[src/adc_test_consts.svh]
/*
 * Constants for the output coding and test pattern back end.
 * Assumes inclusion by the package only; the design file uses its macros without including it.
 */
`ifndef ADC_TEST_CONSTS_SVH
`define ADC_TEST_CONSTS_SVH

// register indices, byte address is four times the index
`define IDX_TESTMODE 10'h00d
`define IDX_USER1LO 10'h019
`define IDX_USER1HI 10'h01a
`define IDX_USER2LO 10'h01b
`define IDX_USER2HI 10'h01c
`define IDX_CLOCK 10'h009
`define IDX_FORMAT 10'h014
`define IDX_LANE 10'h021
`define IDX_STATUS 10'h020

// test mode register fields
`define TM_CODE_HI 3
`define TM_LONGRST 4
`define TM_SHORTRST 5

// fixed pattern words
`define W_MID 16'h8000
`define W_CHK1 16'haaaa
`define W_CHK2 16'h5555
`define W_TOG1 16'hfffc
`define W_ZERO 16'h0000
`define W_BITTOG 16'haaa8
`define W_SYNC 16'h01fc
`define W_ONEBIT 16'h8000
`define W_MIXED 16'ha19c

// prbs seeds and bits per word
`define PN9_SEED 9'h1ff
`define LONG_PRBS_SEED 23'h7fffff
`define PN_BITS 14

// strap settle time after reset release, in clocks
`define STRAP_WAIT 2'd3

`endif

[src/adc_test_pkg.sv]
/*
 * Types for the output coding and test pattern back end.
 * Assumes the constants header sits beside it.
 */
package adc_test_pkg;
`include "adc_test_consts.svh"

    // test pattern codes
    typedef enum logic [3:0] {
        PAT_OFF = 4'h0, PAT_MID = 4'h1, PAT_POSFS = 4'h2,
        PAT_NEGFS = 4'h3, PAT_CHECK = 4'h4, PAT_PNLONG = 4'h5,
        PAT_PNSHORT = 4'h6, PAT_WTOG = 4'h7, PAT_USER = 4'h8,
        PAT_BTOG = 4'h9, PAT_SYNC = 4'ha, PAT_ONEBIT = 4'hb,
        PAT_MIXED = 4'hc
    } pat_t;

    // serializer states, one-hot
    typedef enum logic [1:0] {
        SER_IDLE = 2'b01,
        SER_SHIFT = 2'b10
    } ser_t;
endpackage

[src/adc_output_coding.sv]
/*
 * Output coding and test pattern back end with its word FIFO.
 * Assumes an APB master on mclk, a sample clock and converter word
 * arriving from outside the mclk domain, and straps on pins.
 */
`timescale 1ns/1ps

// ----------------------------------------
// word fifo
// ----------------------------------------
module word_fifo #(
    parameter int Width = 16,
    parameter int Depth = 8
) (
    input wire logic mclk,
    input wire logic rst,
    input wire logic inValid,
    output logic inReady,
    input wire logic [Width-1:0] inData,
    output logic outValid,
    input wire logic outReady,
    output logic [Width-1:0] outData
);
    localparam int AW = $clog2(Depth);
    logic [Width-1:0] mem_q [Depth];
    logic [AW-1:0] wrPtr_q;
    logic [AW-1:0] rdPtr_q;
    logic [AW:0] count_q;
    wire doPush = inValid && inReady;
    wire doPop = outValid && outReady;

    assign inReady = (count_q != Depth[AW:0]);
    assign outValid = (count_q != '0);
    assign outData = mem_q[rdPtr_q];

    // pointers and fill count
    always_ff @(posedge mclk) begin
        if (rst) begin
            wrPtr_q <= '0;
            rdPtr_q <= '0;
            count_q <= '0;
        end else begin
            if (doPush) begin
                mem_q[wrPtr_q] <= inData;
                wrPtr_q <= (wrPtr_q == AW'(Depth - 1)) ? '0 : wrPtr_q + 1'b1;
            end
            if (doPop) begin
                rdPtr_q <= (rdPtr_q == AW'(Depth - 1)) ? '0 : rdPtr_q + 1'b1;
            end
            count_q <= count_q + {{AW{1'b0}}, doPush}
                - {{AW{1'b0}}, doPop};
        end
    end
endmodule

// ----------------------------------------
// output coding top
// ----------------------------------------
module adc_output_coding
    import adc_test_pkg::*;
#(
    parameter int FifoDepth = 8
) (
    input wire logic mclk,
    input wire logic rst,
    input wire logic [11:0] paddr,
    input wire logic psel,
    input wire logic penable,
    input wire logic pwrite,
    input wire logic [31:0] pwdata,
    output logic [31:0] prdata,
    output logic pready,
    output logic pslverr,
    input wire logic sampleClk,
    input wire logic [15:0] sampleData,
    input wire logic portSelectN,
    input wire logic serialClkPatternStrap,
    input wire logic serialIoLaneStrap,
    output logic serialIoLaneStrapOut,
    output logic serialIoLaneStrapOe,
    output logic laneData0,
    output logic laneData1,
    output logic bitClockOut,
    output logic frameClockOut,
    output logic dutyCycleStabilizer,
    output logic dualLane
);
    // prbs word plus next state
    function automatic logic [22:0] pn9Run(input logic [8:0] s);
        logic [8:0] st;
        logic [13:0] b;
        st = s;
        b = '0;
        for (int i = 0; i < `PN_BITS; i++) begin
            b = {b[12:0], st[8]};
            st = {st[7:0], st[8] ^ st[4]};
        end
        return {b, st};
    endfunction

    // long prbs, bits reversed against the usual polarity
    function automatic logic [36:0] pn23Run(input logic [22:0] s);
        logic [22:0] st;
        logic [13:0] b;
        st = s;
        b = '0;
        for (int i = 0; i < `PN_BITS; i++) begin
            b = {b[12:0], ~st[22]};
            st = {st[21:0], st[22] ^ st[17]};
        end
        return {b, st};
    endfunction

    // format selection: flips the sign bit when asked
    function automatic logic [15:0] flipMsb(input logic [15:0] w,
                                            input logic doFlip);
        return {w[15] ^ doFlip, w[14:0]};
    endfunction

    // ----------------------------------------
    // input synchronisers
    // ----------------------------------------
    logic [3:0] pinA_q, pinB_q;
    logic [15:0] dataA_q, dataB_q;
    logic sclkPrev_q;
    always_ff @(posedge mclk) begin
        if (rst) begin
            pinA_q <= '0;
            pinB_q <= '0;
            sclkPrev_q <= 1'b0;
        end else begin
            pinA_q <= {sampleClk, portSelectN, serialClkPatternStrap,
                serialIoLaneStrap};
            pinB_q <= pinA_q;
            sclkPrev_q <= pinB_q[3];
        end
    end
    always_ff @(posedge mclk) begin
        dataA_q <= sampleData;
        dataB_q <= dataA_q;
    end
    wire sampleRise = pinB_q[3] && !sclkPrev_q;
    wire portOff = pinB_q[2];
    wire patStrapS = pinB_q[1];
    wire laneStrapS = pinB_q[0];

    // ----------------------------------------
    // strap capture after reset release
    // ----------------------------------------
    logic [1:0] strapCnt_q;
    logic strapDone_q, strapTest_q, laneStrap_q;
    wire strapTake = !strapDone_q && (strapCnt_q == `STRAP_WAIT);
    always_ff @(posedge mclk) begin
        if (rst) begin
            strapCnt_q <= '0;
            strapDone_q <= 1'b0;
            strapTest_q <= 1'b0;
            laneStrap_q <= 1'b1;
        end else if (!strapDone_q) begin
            strapCnt_q <= strapCnt_q + 2'd1;
            if (strapTake) begin
                strapDone_q <= 1'b1;
                strapTest_q <= portOff && patStrapS;
                laneStrap_q <= laneStrapS;
            end
        end
    end

    // ----------------------------------------
    // apb slave
    // ----------------------------------------
    logic [5:0] testMode_q;
    logic [7:0] user1Lo_q, user1Hi_q, user2Lo_q, user2Hi_q;
    logic offsetBin_q, dcs_q, laneCtl_q, spiSeen_q;
    logic [31:0] rdata_q;
    logic ready_q, err_q;
    wire setup = psel && !penable;
    wire [9:0] idx = paddr[11:2];
    wire hitTm = idx == `IDX_TESTMODE;
    wire hitU1l = idx == `IDX_USER1LO;
    wire hitU1h = idx == `IDX_USER1HI;
    wire hitU2l = idx == `IDX_USER2LO;
    wire hitU2h = idx == `IDX_USER2HI;
    wire hitClk = idx == `IDX_CLOCK;
    wire hitFmt = idx == `IDX_FORMAT;
    wire hitLane = idx == `IDX_LANE;
    wire hitSt = idx == `IDX_STATUS;
    wire hitAny = hitTm || hitU1l || hitU1h || hitU2l || hitU2h
        || hitClk || hitFmt || hitLane || hitSt;
    // writes ignored while select held high
    // write lands at the access edge where pready is seen high
    wire wrOk = psel && penable && ready_q && pwrite && !portOff
        && paddr[1:0] == 2'b00;
    logic [31:0] rdMux;
    always_comb begin
        if (hitTm) rdMux = {26'h0, testMode_q};
        else if (hitU1l) rdMux = {24'h0, user1Lo_q};
        else if (hitU1h) rdMux = {24'h0, user1Hi_q};
        else if (hitU2l) rdMux = {24'h0, user2Lo_q};
        else if (hitU2h) rdMux = {24'h0, user2Hi_q};
        else if (hitClk) rdMux = {31'h0, dcs_q};
        else if (hitFmt) rdMux = {31'h0, offsetBin_q};
        else if (hitLane) rdMux = {31'h0, laneCtl_q};
        else if (hitSt) rdMux = {27'h0, strapTest_q, laneStrap_q,
            portOff, spiSeen_q};
        else rdMux = 32'h0;
    end

    // answer in the cycle after setup
    always_ff @(posedge mclk) begin
        if (rst) begin
            ready_q <= 1'b0;
            err_q <= 1'b0;
            rdata_q <= '0;
        end else begin
            ready_q <= setup;
            err_q <= setup && !hitAny;
            rdata_q <= (setup && !pwrite) ? rdMux : 32'h0;
        end
    end

    // register writes
    always_ff @(posedge mclk) begin
        if (rst) begin
            testMode_q <= '0;
            user1Lo_q <= '0;
            user1Hi_q <= '0;
            user2Lo_q <= '0;
            user2Hi_q <= '0;
            dcs_q <= 1'b1;
            offsetBin_q <= 1'b0;
            laneCtl_q <= 1'b1;
            spiSeen_q <= 1'b0;
        end else if (wrOk) begin
            spiSeen_q <= 1'b1;
            if (hitTm) testMode_q <= pwdata[5:0];
            if (hitU1l) user1Lo_q <= pwdata[7:0];
            if (hitU1h) user1Hi_q <= pwdata[7:0];
            if (hitU2l) user2Lo_q <= pwdata[7:0];
            if (hitU2h) user2Hi_q <= pwdata[7:0];
            if (hitClk) dcs_q <= pwdata[0];
            if (hitFmt) offsetBin_q <= pwdata[0];
            if (hitLane) laneCtl_q <= pwdata[0];
        end
    end

    // ----------------------------------------
    // pattern generation
    // ----------------------------------------
    logic [8:0] pn9_q;
    logic [22:0] long_prbs_q;
    logic altSel_q;
    logic [15:0] pushWord;
    wire [3:0] code = testMode_q[`TM_CODE_HI:0];
    wire [22:0] pn9Nx = pn9Run(pn9_q);
    wire [36:0] pn23Nx = pn23Run(long_prbs_q);
    wire [15:0] user1 = {user1Hi_q, user1Lo_q};
    wire [15:0] user2 = {user2Hi_q, user2Lo_q};
    wire fifoReady;
    // one word per sample edge, edge skipped while fifo is full
    wire pushEn = sampleRise && fifoReady && strapDone_q;

    always_comb begin
        if (strapTest_q) pushWord = `W_MID;
        else case (pat_t'(code))
            PAT_OFF: pushWord = flipMsb(dataB_q, !offsetBin_q);
            PAT_MID, PAT_POSFS, PAT_NEGFS:
                pushWord = flipMsb(`W_MID, !offsetBin_q);
            PAT_CHECK: pushWord = altSel_q ? `W_CHK2 : `W_CHK1;
            PAT_PNLONG:
                pushWord = flipMsb({pn23Nx[36:23], 2'b00}, offsetBin_q);
            PAT_PNSHORT:
                pushWord = flipMsb({pn9Nx[22:9], 2'b00}, offsetBin_q);
            PAT_WTOG: pushWord = altSel_q ? `W_ZERO : `W_TOG1;
            PAT_USER: pushWord = altSel_q ? user2 : user1;
            PAT_BTOG: pushWord = `W_BITTOG;
            PAT_SYNC: pushWord = `W_SYNC;
            PAT_ONEBIT: pushWord = `W_ONEBIT;
            PAT_MIXED: pushWord = `W_MIXED;
            default: pushWord = `W_ZERO;
        endcase
    end

    // generators, held at seed while a reset bit is set
    always_ff @(posedge mclk) begin
        if (rst || testMode_q[`TM_LONGRST] || testMode_q[`TM_SHORTRST]) begin
            pn9_q <= `PN9_SEED;
            long_prbs_q <= `LONG_PRBS_SEED;
            altSel_q <= 1'b0;
        end else if (pushEn) begin
            if (code == PAT_PNSHORT) pn9_q <= pn9Nx[8:0];
            if (code == PAT_PNLONG) long_prbs_q <= pn23Nx[22:0];
            altSel_q <= !altSel_q;
        end
    end

    wire fifoValid;
    wire [15:0] fifoData;
    logic popEn;
    word_fifo #(.Width(16), .Depth(FifoDepth)) u_fifo (
        .mclk(mclk),
        .rst(rst),
        .inValid(pushEn),
        .inReady(fifoReady),
        .inData(pushWord),
        .outValid(fifoValid),
        .outReady(popEn),
        .outData(fifoData)
    );

    // ----------------------------------------
    // serializer
    // ----------------------------------------
    ser_t ser_q;
    logic [15:0] shift_q;
    logic [3:0] bitCnt_q;
    logic lane0_q, lane1_q, bclk_q, fclk_q, dual_q;
    // strap picks lanes while the port is off
    wire dualSel = portOff ? laneStrap_q : laneCtl_q;
    wire [3:0] lastBit = dual_q ? 4'd7 : 4'd15;
    assign popEn = (ser_q == SER_IDLE) && fifoValid;
    always_ff @(posedge mclk) begin
        if (rst) begin
            ser_q <= SER_IDLE;
            shift_q <= '0;
            bitCnt_q <= '0;
            lane0_q <= 1'b0;
            lane1_q <= 1'b0;
            fclk_q <= 1'b0;
            dual_q <= 1'b1;
        end else begin
            case (ser_q)
                SER_IDLE: begin
                    fclk_q <= 1'b0;
                    if (fifoValid) begin
                        shift_q <= fifoData;
                        bitCnt_q <= '0;
                        dual_q <= dualSel;
                        ser_q <= SER_SHIFT;
                    end
                end
                SER_SHIFT: begin
                    lane0_q <= shift_q[15];
                    lane1_q <= dual_q ? shift_q[7] : 1'b0;
                    shift_q <= dual_q ? {shift_q[14:8], 1'b0,
                        shift_q[6:0], 1'b0} : {shift_q[14:0], 1'b0};
                    fclk_q <= bitCnt_q < (dual_q ? 4'd4 : 4'd8);
                    bitCnt_q <= bitCnt_q + 4'd1;
                    if (bitCnt_q == lastBit)
                        ser_q <= SER_IDLE;
                end
                default: ser_q <= SER_IDLE;
            endcase
        end
    end

    // bit clock, port pins and straps
    logic ioOe_q, dcsOut_q;
    always_ff @(posedge mclk) begin
        if (rst) begin
            bclk_q <= 1'b0;
            ioOe_q <= 1'b0;
            dcsOut_q <= 1'b1;
        end else begin
            bclk_q <= !bclk_q;
            ioOe_q <= 1'b0;
            // forced on until the port is used
            dcsOut_q <= (portOff && !spiSeen_q) ? 1'b1 : dcs_q;
        end
    end

    assign prdata = rdata_q;
    assign pready = ready_q;
    assign pslverr = err_q;
    assign laneData0 = lane0_q;
    assign laneData1 = lane1_q;
    assign bitClockOut = bclk_q;
    assign frameClockOut = fclk_q;
    assign serialIoLaneStrapOut = 1'b0;
    assign serialIoLaneStrapOe = ioOe_q;
    assign dutyCycleStabilizer = dcsOut_q;
    assign dualLane = dual_q;
endmodule

[config.mk]
export PLATFORM = sky130hd
export DESIGN_NAME = adc_output_coding
export DESIGN_NICKNAME = d
export VERILOG_FILES = /design/src/adc_test_pkg.sv /design/src/adc_output_coding.sv
export VERILOG_INCLUDE_DIRS = /design/src /design/src/src
export SDC_FILE = /design/constraint.sdc
export NUM_CORES = 1
export LEC_CHECK = 0
export ABC_AREA = 1
export BUFFER_PORTS_ARGS = -buffer_cell sky130_fd_sc_hd__buf_2
export CAP_MARGIN = 0
export CORE_ASPECT_RATIO = 0.8
export CORE_UTILIZATION = 59
export CTS_CLUSTER_DIAMETER = 50
export DETAILED_ROUTE_END_ITERATION = 7
export PLACE_DENSITY = 0.79
export SKIP_CTS_REPAIR_TIMING = 1
export SYNTH_ARGS = -nofsm -noshare
export SYNTH_HDL_FRONTEND = slang
export SYNTH_SLANG_ARGS = --single-unit
[constraint.sdc]
create_clock -name mclk -period 2.4 [get_ports mclk]
set_input_delay 0.12 -clock mclk [delete_from_list [all_inputs] [get_ports mclk]]
set_output_delay 0.12 -clock mclk [all_outputs]
set_load 0.03 [all_outputs]
### Yosys cells after proc, flatten, opt, wreduce, memory -nomap -nowiden

Memories as Yosys holds them, arrays and structs flattened. A register that Yosys moved wholly into a read port is not among the register bits.
Index checks and enable logic that the tools add are counted.

| operators by class | value |
|---|---|
| $add $sub $neg | 6 |
| multiply operators | 0 |
| div/mod/pow operators | 0 |
| order comparisons | 1 |
| equal/unequal tests | 30 |
| shifts and indexed selects | 0 |
| muxes and demuxes | 36 |
| bitwise gates (word level) | 47 |
| reduce and logical (&&, ||, !) cells | 60 |

Operators by type and width:

| kind | count |
|---|---|
| case mux 16 bit (11 select lines) | 1 |
| two-way mux 16 bit | 5 |
| equality test 10 x 5 -> 1 bit, second input constant | 5 |
| two-way mux 8 bit | 4 |
| case mux 16 bit (2 select lines) | 1 |
| bitwise XOR 1 bit | 31 |
| two-way mux 4 bit | 7 |
| AND reduction 2 bit | 14 |
| equality test 10 x 4 -> 1 bit, second input constant | 2 |
| equality test 10 x 6 -> 1 bit, second input constant | 2 |
| equality test 4 bit, second input constant | 5 |
| logical AND 1 bit | 17 |
| equality test 4 x 3 -> 1 bit, second input constant | 4 |
| NOT 1 bit | 16 |
| two-way mux 3 bit | 4 |
| logical NOT 1 bit | 10 |
| logical OR 1 bit | 10 |
| OR reduction 10 bit | 1 |
| two-way mux 9 bit | 1 |
| equality test 4 x 2 -> 1 bit, second input constant | 2 |
| case mux 4 bit (2 select lines) | 1 |
| two-way mux 1 bit | 7 |
| adder 3 x 1 -> 3 bit, second input constant | 2 |
| equality test 3 bit, second input constant | 2 |
| 21 further kinds | 26 |

| storage, ports and cells | value |
|---|---|
| flip-flop bits (word level) | 193 |
| latch bits | 0 |
| bits in writable memories | 128 |
| memory bits (read-only) | 0 |
| bits of input ports | 69 |
| output and inout port bits | 42 |
| word-level logic and storage cells | 219 |
| memories kept | 1 |

Memories:

| memory | depth | bits a word | read ports | clocked after memory_dff | wr ports | line | text |
|---|---|---|---|---|---|---|---|
| u_fifo.mem_q | 8 | 16 | 1 | 1 | 1 | adc_output_coding.sv:25 | `logic [Width-1:0] mem_q [Depth];` |

### Logic depth before layout (Yosys ltp)

| depth | value |
|---|---|
| word-level depth | 11 |
| gate-level depth with buffers | 12 |
| gate-level depth less buffers | 12 |

### Modules after synthesis

From an unflattened synthesis, not the netlist that was laid out.

| unflattened totals | value |
|---|---|
| cells, all modules | 1583 |
| area, all modules | 13387.8 um2 |

By module, submodules not included:

| module | instances | cells an instance | area each (um2) |
|---|---|---|---|
| adc_output_coding | 1 | 929 | 7041.8 |
| word_fifo | 1 | 654 | 6346.1 |

### Least setup slack after synthesis

No wires, ideal clock.

| timing | value |
|---|---|
| path kind | register -> register |
| start point | register u_fifo.count_q[2] |
| end point | memory u_fifo.mem_q[0][0], enable pin |
| library setup time | 0.388 ns |
| data arrival time | 1.762 ns |
| slack | 0.249 ns |
| cell stages (with the launch flop) | 8 |
| period minus slack after synthesis | 2.151 ns |
| cell sequence | dfxtp_1 > inv_1 > ha_1 > nand3_1 > nand2_2 > nor2_1 > nand2_1 > nor2_1 |

| on the way | value |
|---|---|
| longest elaborated chain between the ends | 7 |

Ends and longest elaborated chain:

| what | line | text |
|---|---|---|
| start: declaration | adc_output_coding.sv:28 | `logic [AW:0] count_q;` |
| start signal: assignment | adc_output_coding.sv:50 | `count_q <= count_q + {{AW{1'b0}}, doPush}` |
| inequality test 4 bit * | adc_output_coding.sv:32 | `assign inReady = (count_q != Depth[AW:0]);` |
| logical AND 1 bit (2 in a row) | adc_output_coding.sv:261 | `wire pushEn = sampleRise && fifoReady && strapDone_q;` |
| logical AND 1 bit * | adc_output_coding.sv:29 | `wire doPush = inValid && inReady;` |
| two-way mux 1 bit * | adc_output_coding.sv:43 | `if (doPush) begin` |
| two-way mux 1 bit * | adc_output_coding.sv:38 | `if (rst) begin` |
| two-way mux 1 bit (not written as such) * | adc_output_coding.sv:44 | `mem_q[wrPtr_q] <= inData;` |
| end: declaration | adc_output_coding.sv:25 |  |

Mark *: on every way between the ends. The rest lies on a longest branch, timed or not.

### Worst setup path in the final report

| timing | value |
|---|---|
| start point | register testMode_q[3] |
| end point | memory u_fifo.mem_q[6][3], data pin |

| on the way | value |
|---|---|
| longest elaborated chain between the ends | 4 |
| elaborated cells on any way between the ends | 16 |
| classes of those cells | eq/ne (12); mux (2); reduce/logical (2) |

Ends and longest elaborated chain:

| what | line | text |
|---|---|---|
| start: declaration | adc_output_coding.sv:172 | `logic [5:0] testMode_q;` |
| start signal: assignment | adc_output_coding.sv:236 | `if (hitTm) testMode_q <= pwdata[5:0];` |
| equality test 4 x 1 -> 1 bit / equality test 4 x 2 -> 1 bit (equally long branches) | adc_output_coding.sv:265 | `else case (pat_t'(code))` |
| OR reduction 3 bit | adc_output_coding.sv:265 |  |
| case mux 16 bit (11 select lines) * | adc_output_coding.sv:265 |  |
| two-way mux 16 bit * | adc_output_coding.sv:264 | `` if (strapTest_q) pushWord = `W_MID; `` |
| named net pushWord[3] | adc_output_coding.sv:253 | `logic [15:0] pushWord;` |

Mark *: on every way through the listed nets, which the timed path passes. The rest lies on a longest branch.

==> out/metrics.cfg <==
[run_status]
status=finished, violations left
violations=design-rule violations

[critical_path]
crit_path_cell_trace=inv_1 > nor2_1 > nand2_2 > a211oi_1 > nor4_1 > nor2_1
crit_type=reg -> reg
worst-path-max-fanout=9
worstSetupStartpointType=flop
cpPeakStageDelay_ns=0.47
path_common_cell=nor2_1
cp.arrival_ns=2.47
cp.required_ns=2.68
critPathTopFamily=simple AND/OR/NAND/NOR gates
critPathSlowestCell=nor2_1
endpoint_kind=flop
r2r_slack_ns=0.21
reg2reg_to=u_fifo.mem_q[6][3]$_DFFE_PP_
path_buf_inv=1
worstRegToRegCells=6
r2r-start=testMode_q[3]$_SDFFE_PP0P_

[global_route]
grt_pass1_wl_um=48100
grt_max_degree=51
grt_usage_pct=27.9
grt_overflow_total=0
antenna_found_initial=0
grt_pass1_vias=9076

[power]
p_total_uw=13500
power_leakage_uw=0.00580
ir_drop_uv=769
power_density_nw_per_um2=934

[min_path]
min_from=psel
min_path_cells=5
whs_endpoint=pslverr$_SDFF_PP0_
hold_path.class=in -> reg

[clock_network]
path_clk_slew_ns=0.06
h-tree-depth=1
clockBufferDepth=3
cts_num_sinks=300
clk_latency_ns=0.56
cts_buffers=29
clock-root-buffer=clkbuf_16
cts_tree=yes

[timing]
slew_violations=0
fin_crit_ns=2.19
setup_tns_ns=0
fin_ws_ns=0.208
clock_skew_ns=0.0249
hold_viol=0
holdWs_ns=0.00980
rsz0062_at_grt=false
max_freq_ghz=0.456
period_share_pct=91.3
setup_viol=0
relSlewSlack_pct=49.5
worst_pin_slew_ns=0.754

[synthesis]
synth_edf_count=128
synth.most_common_cell=nor2_1
async_flop_share_pct=0
synth_ff_type=dfxtp_1
yosys_warnings=0
synth_area_um2=12700
ys_ff_latch=300
synth_area_leaders=edfxtp_1, dfxtp_1, nor2_1, o21ai_0, nand2_1
syn_avg_cell_area_um2=9.18
ys_seq_area_share_pct=57.6
syn_inst=1378
netlist.area_leader.share_pct=30.4
ys_top_cells_by_count=nor2_1, nand2_1, dfxtp_1
synth_area_leader_cell=edfxtp_1
ys_types=50

[placement]
gp_congestion=0.935
place_area_um2=13200
hpwl_um=20200
port_buffers=60
dp_slack_ns=0.273

[floorplan]
ioPinCount=111
die_height_um=133
fp.dieW_um=166
core_area_um2=20900
num_rows=47
die-area_um2=22000
initial_core_util_pct=60.6

[drt]
wirelength_um=31100
via_per_inst=5.76
drc_errors=13
drt_iter0_drc=1220
vias=10200
drt_pre_antenna_iters=8
ant_nets=0
wire_per_inst_um=17.6

[cells_and_area]
final_nets=1564
area_delta_synth_final_pct=14.2
n_fill_cell=1584
register_area_um2=7290
drive_gt1_share_pct=12.4
antenna_cells=0
design_area_um2=14500
multi_input_area_um2=4640

[run]
cap_violations=0

-- tightest hold or removal path, stage by stage --
cell     delay, ns
buf_2         0.11
nand2_1       0.06
nor2_1        0.07
nand4_1       0.09
nor4_1        0.05
-- state kept, by name, indices dropped and copies added, names as in the netlist, 9 cells and up, named ones only --
name          count
shift_q          16
dataB_q          16
long_prbs_q      23
u_fifo.mem_q    128
pn9_q             9
dataA_q          16
-- metrics by stage --
step | utilization [%] | cells
floorplan | - | 1403
global placement | 63.4 | 1685
detailed placement | 63.4 | 1685
CTS | 67.7 | 1737
global route | 69.2 | 1769
finish | 69.2 | 1769
-- where the power goes --
| group | internal [uW] | switching [uW] | total [uW] |
|---|---|---|---|
| sequential | 5640 | 207 | 5840 |
| combinational | 1070 | 2280 | 3350 |
| clock | 2420 | 1890 | 4310 |
-- layer usage --
layer  vias up  global-route usage (%)  wire length (um)
li1       4842                       -                 -
met1      4755                    41.0             13900
met2       533                    42.9             13800
met3        61                    4.25              2900
met4         0                    8.05               624
met5         -                       0                 0
-- cells by family after synthesis --
logic type	share of synthesized area, %
AOI/OAI and AO/OA	14.1
xor gates and xnor gates	2.15
adders and majority gates	1.64
buffers and inverters	6.50
DFF	57.6
other	0.0296
and+or+nand+nor	18.0
-- final cells by class --
| cell class | instances | share of cell area (%) |
|---|---|---|
| inverters | 103 | 2.68 |
| flip-flops and latches | 300 | 50.4 |
| clock inverters | 14 | 0.571 |
| well taps | 269 | 2.33 |
| clock buffers | 38 | 5.70 |
| multi-input cells | 917 | 32.1 |
| repair buffers | 128 | 6.16 |
-- worst max path at each step --
stage                     depth (start not counted)                          from  slack [ns]                       endpoint
final                                             6    testMode_q[3]$_SDFFE_PP0P_        0.21   u_fifo.mem_q[6][3]$_DFFE_PP_
after global routing                              8    testMode_q[2]$_SDFFE_PP0P_        0.09  u_fifo.mem_q[1][15]$_DFFE_PP_
after CTS                                         8    testMode_q[3]$_SDFFE_PP0P_        0.27  u_fifo.mem_q[0][11]$_DFFE_PP_
after detailed placement                          8    testMode_q[3]$_SDFFE_PP0P_        0.27  u_fifo.mem_q[0][11]$_DFFE_PP_
after global placement                            7    testMode_q[0]$_SDFFE_PP0P_        0.33  u_fifo.mem_q[0][11]$_DFFE_PP_
after floorplan                                   7  u_fifo.count_q[2]$_SDFF_PP0_        0.25   u_fifo.mem_q[0][0]$_DFFE_PP_
-- placed cells by master (no fill, tap or decap), types with 16 or more instances in the layout --
| cell type | n |
|---|---|
| o21ai_0 | 162 |
| nor3_1 | 16 |
| edfxtp_1 | 128 |
| conb_1 | 26 |
| a31oi_1 | 16 |
| a21oi_1 | 74 |
| clkbuf_16 | 31 |
| o211ai_1 | 35 |
| xnor2_1 | 20 |
| inv_1 | 92 |
| buf_2 | 60 |
| buf_4 | 36 |
| dfxtp_1 | 169 |
| nand3_1 | 52 |
| dlygate4sd3_1 | 32 |
| nand2_1 | 176 |
| nor2_1 | 226 |
No activity file was read; power rests on OpenSTA's default activity.
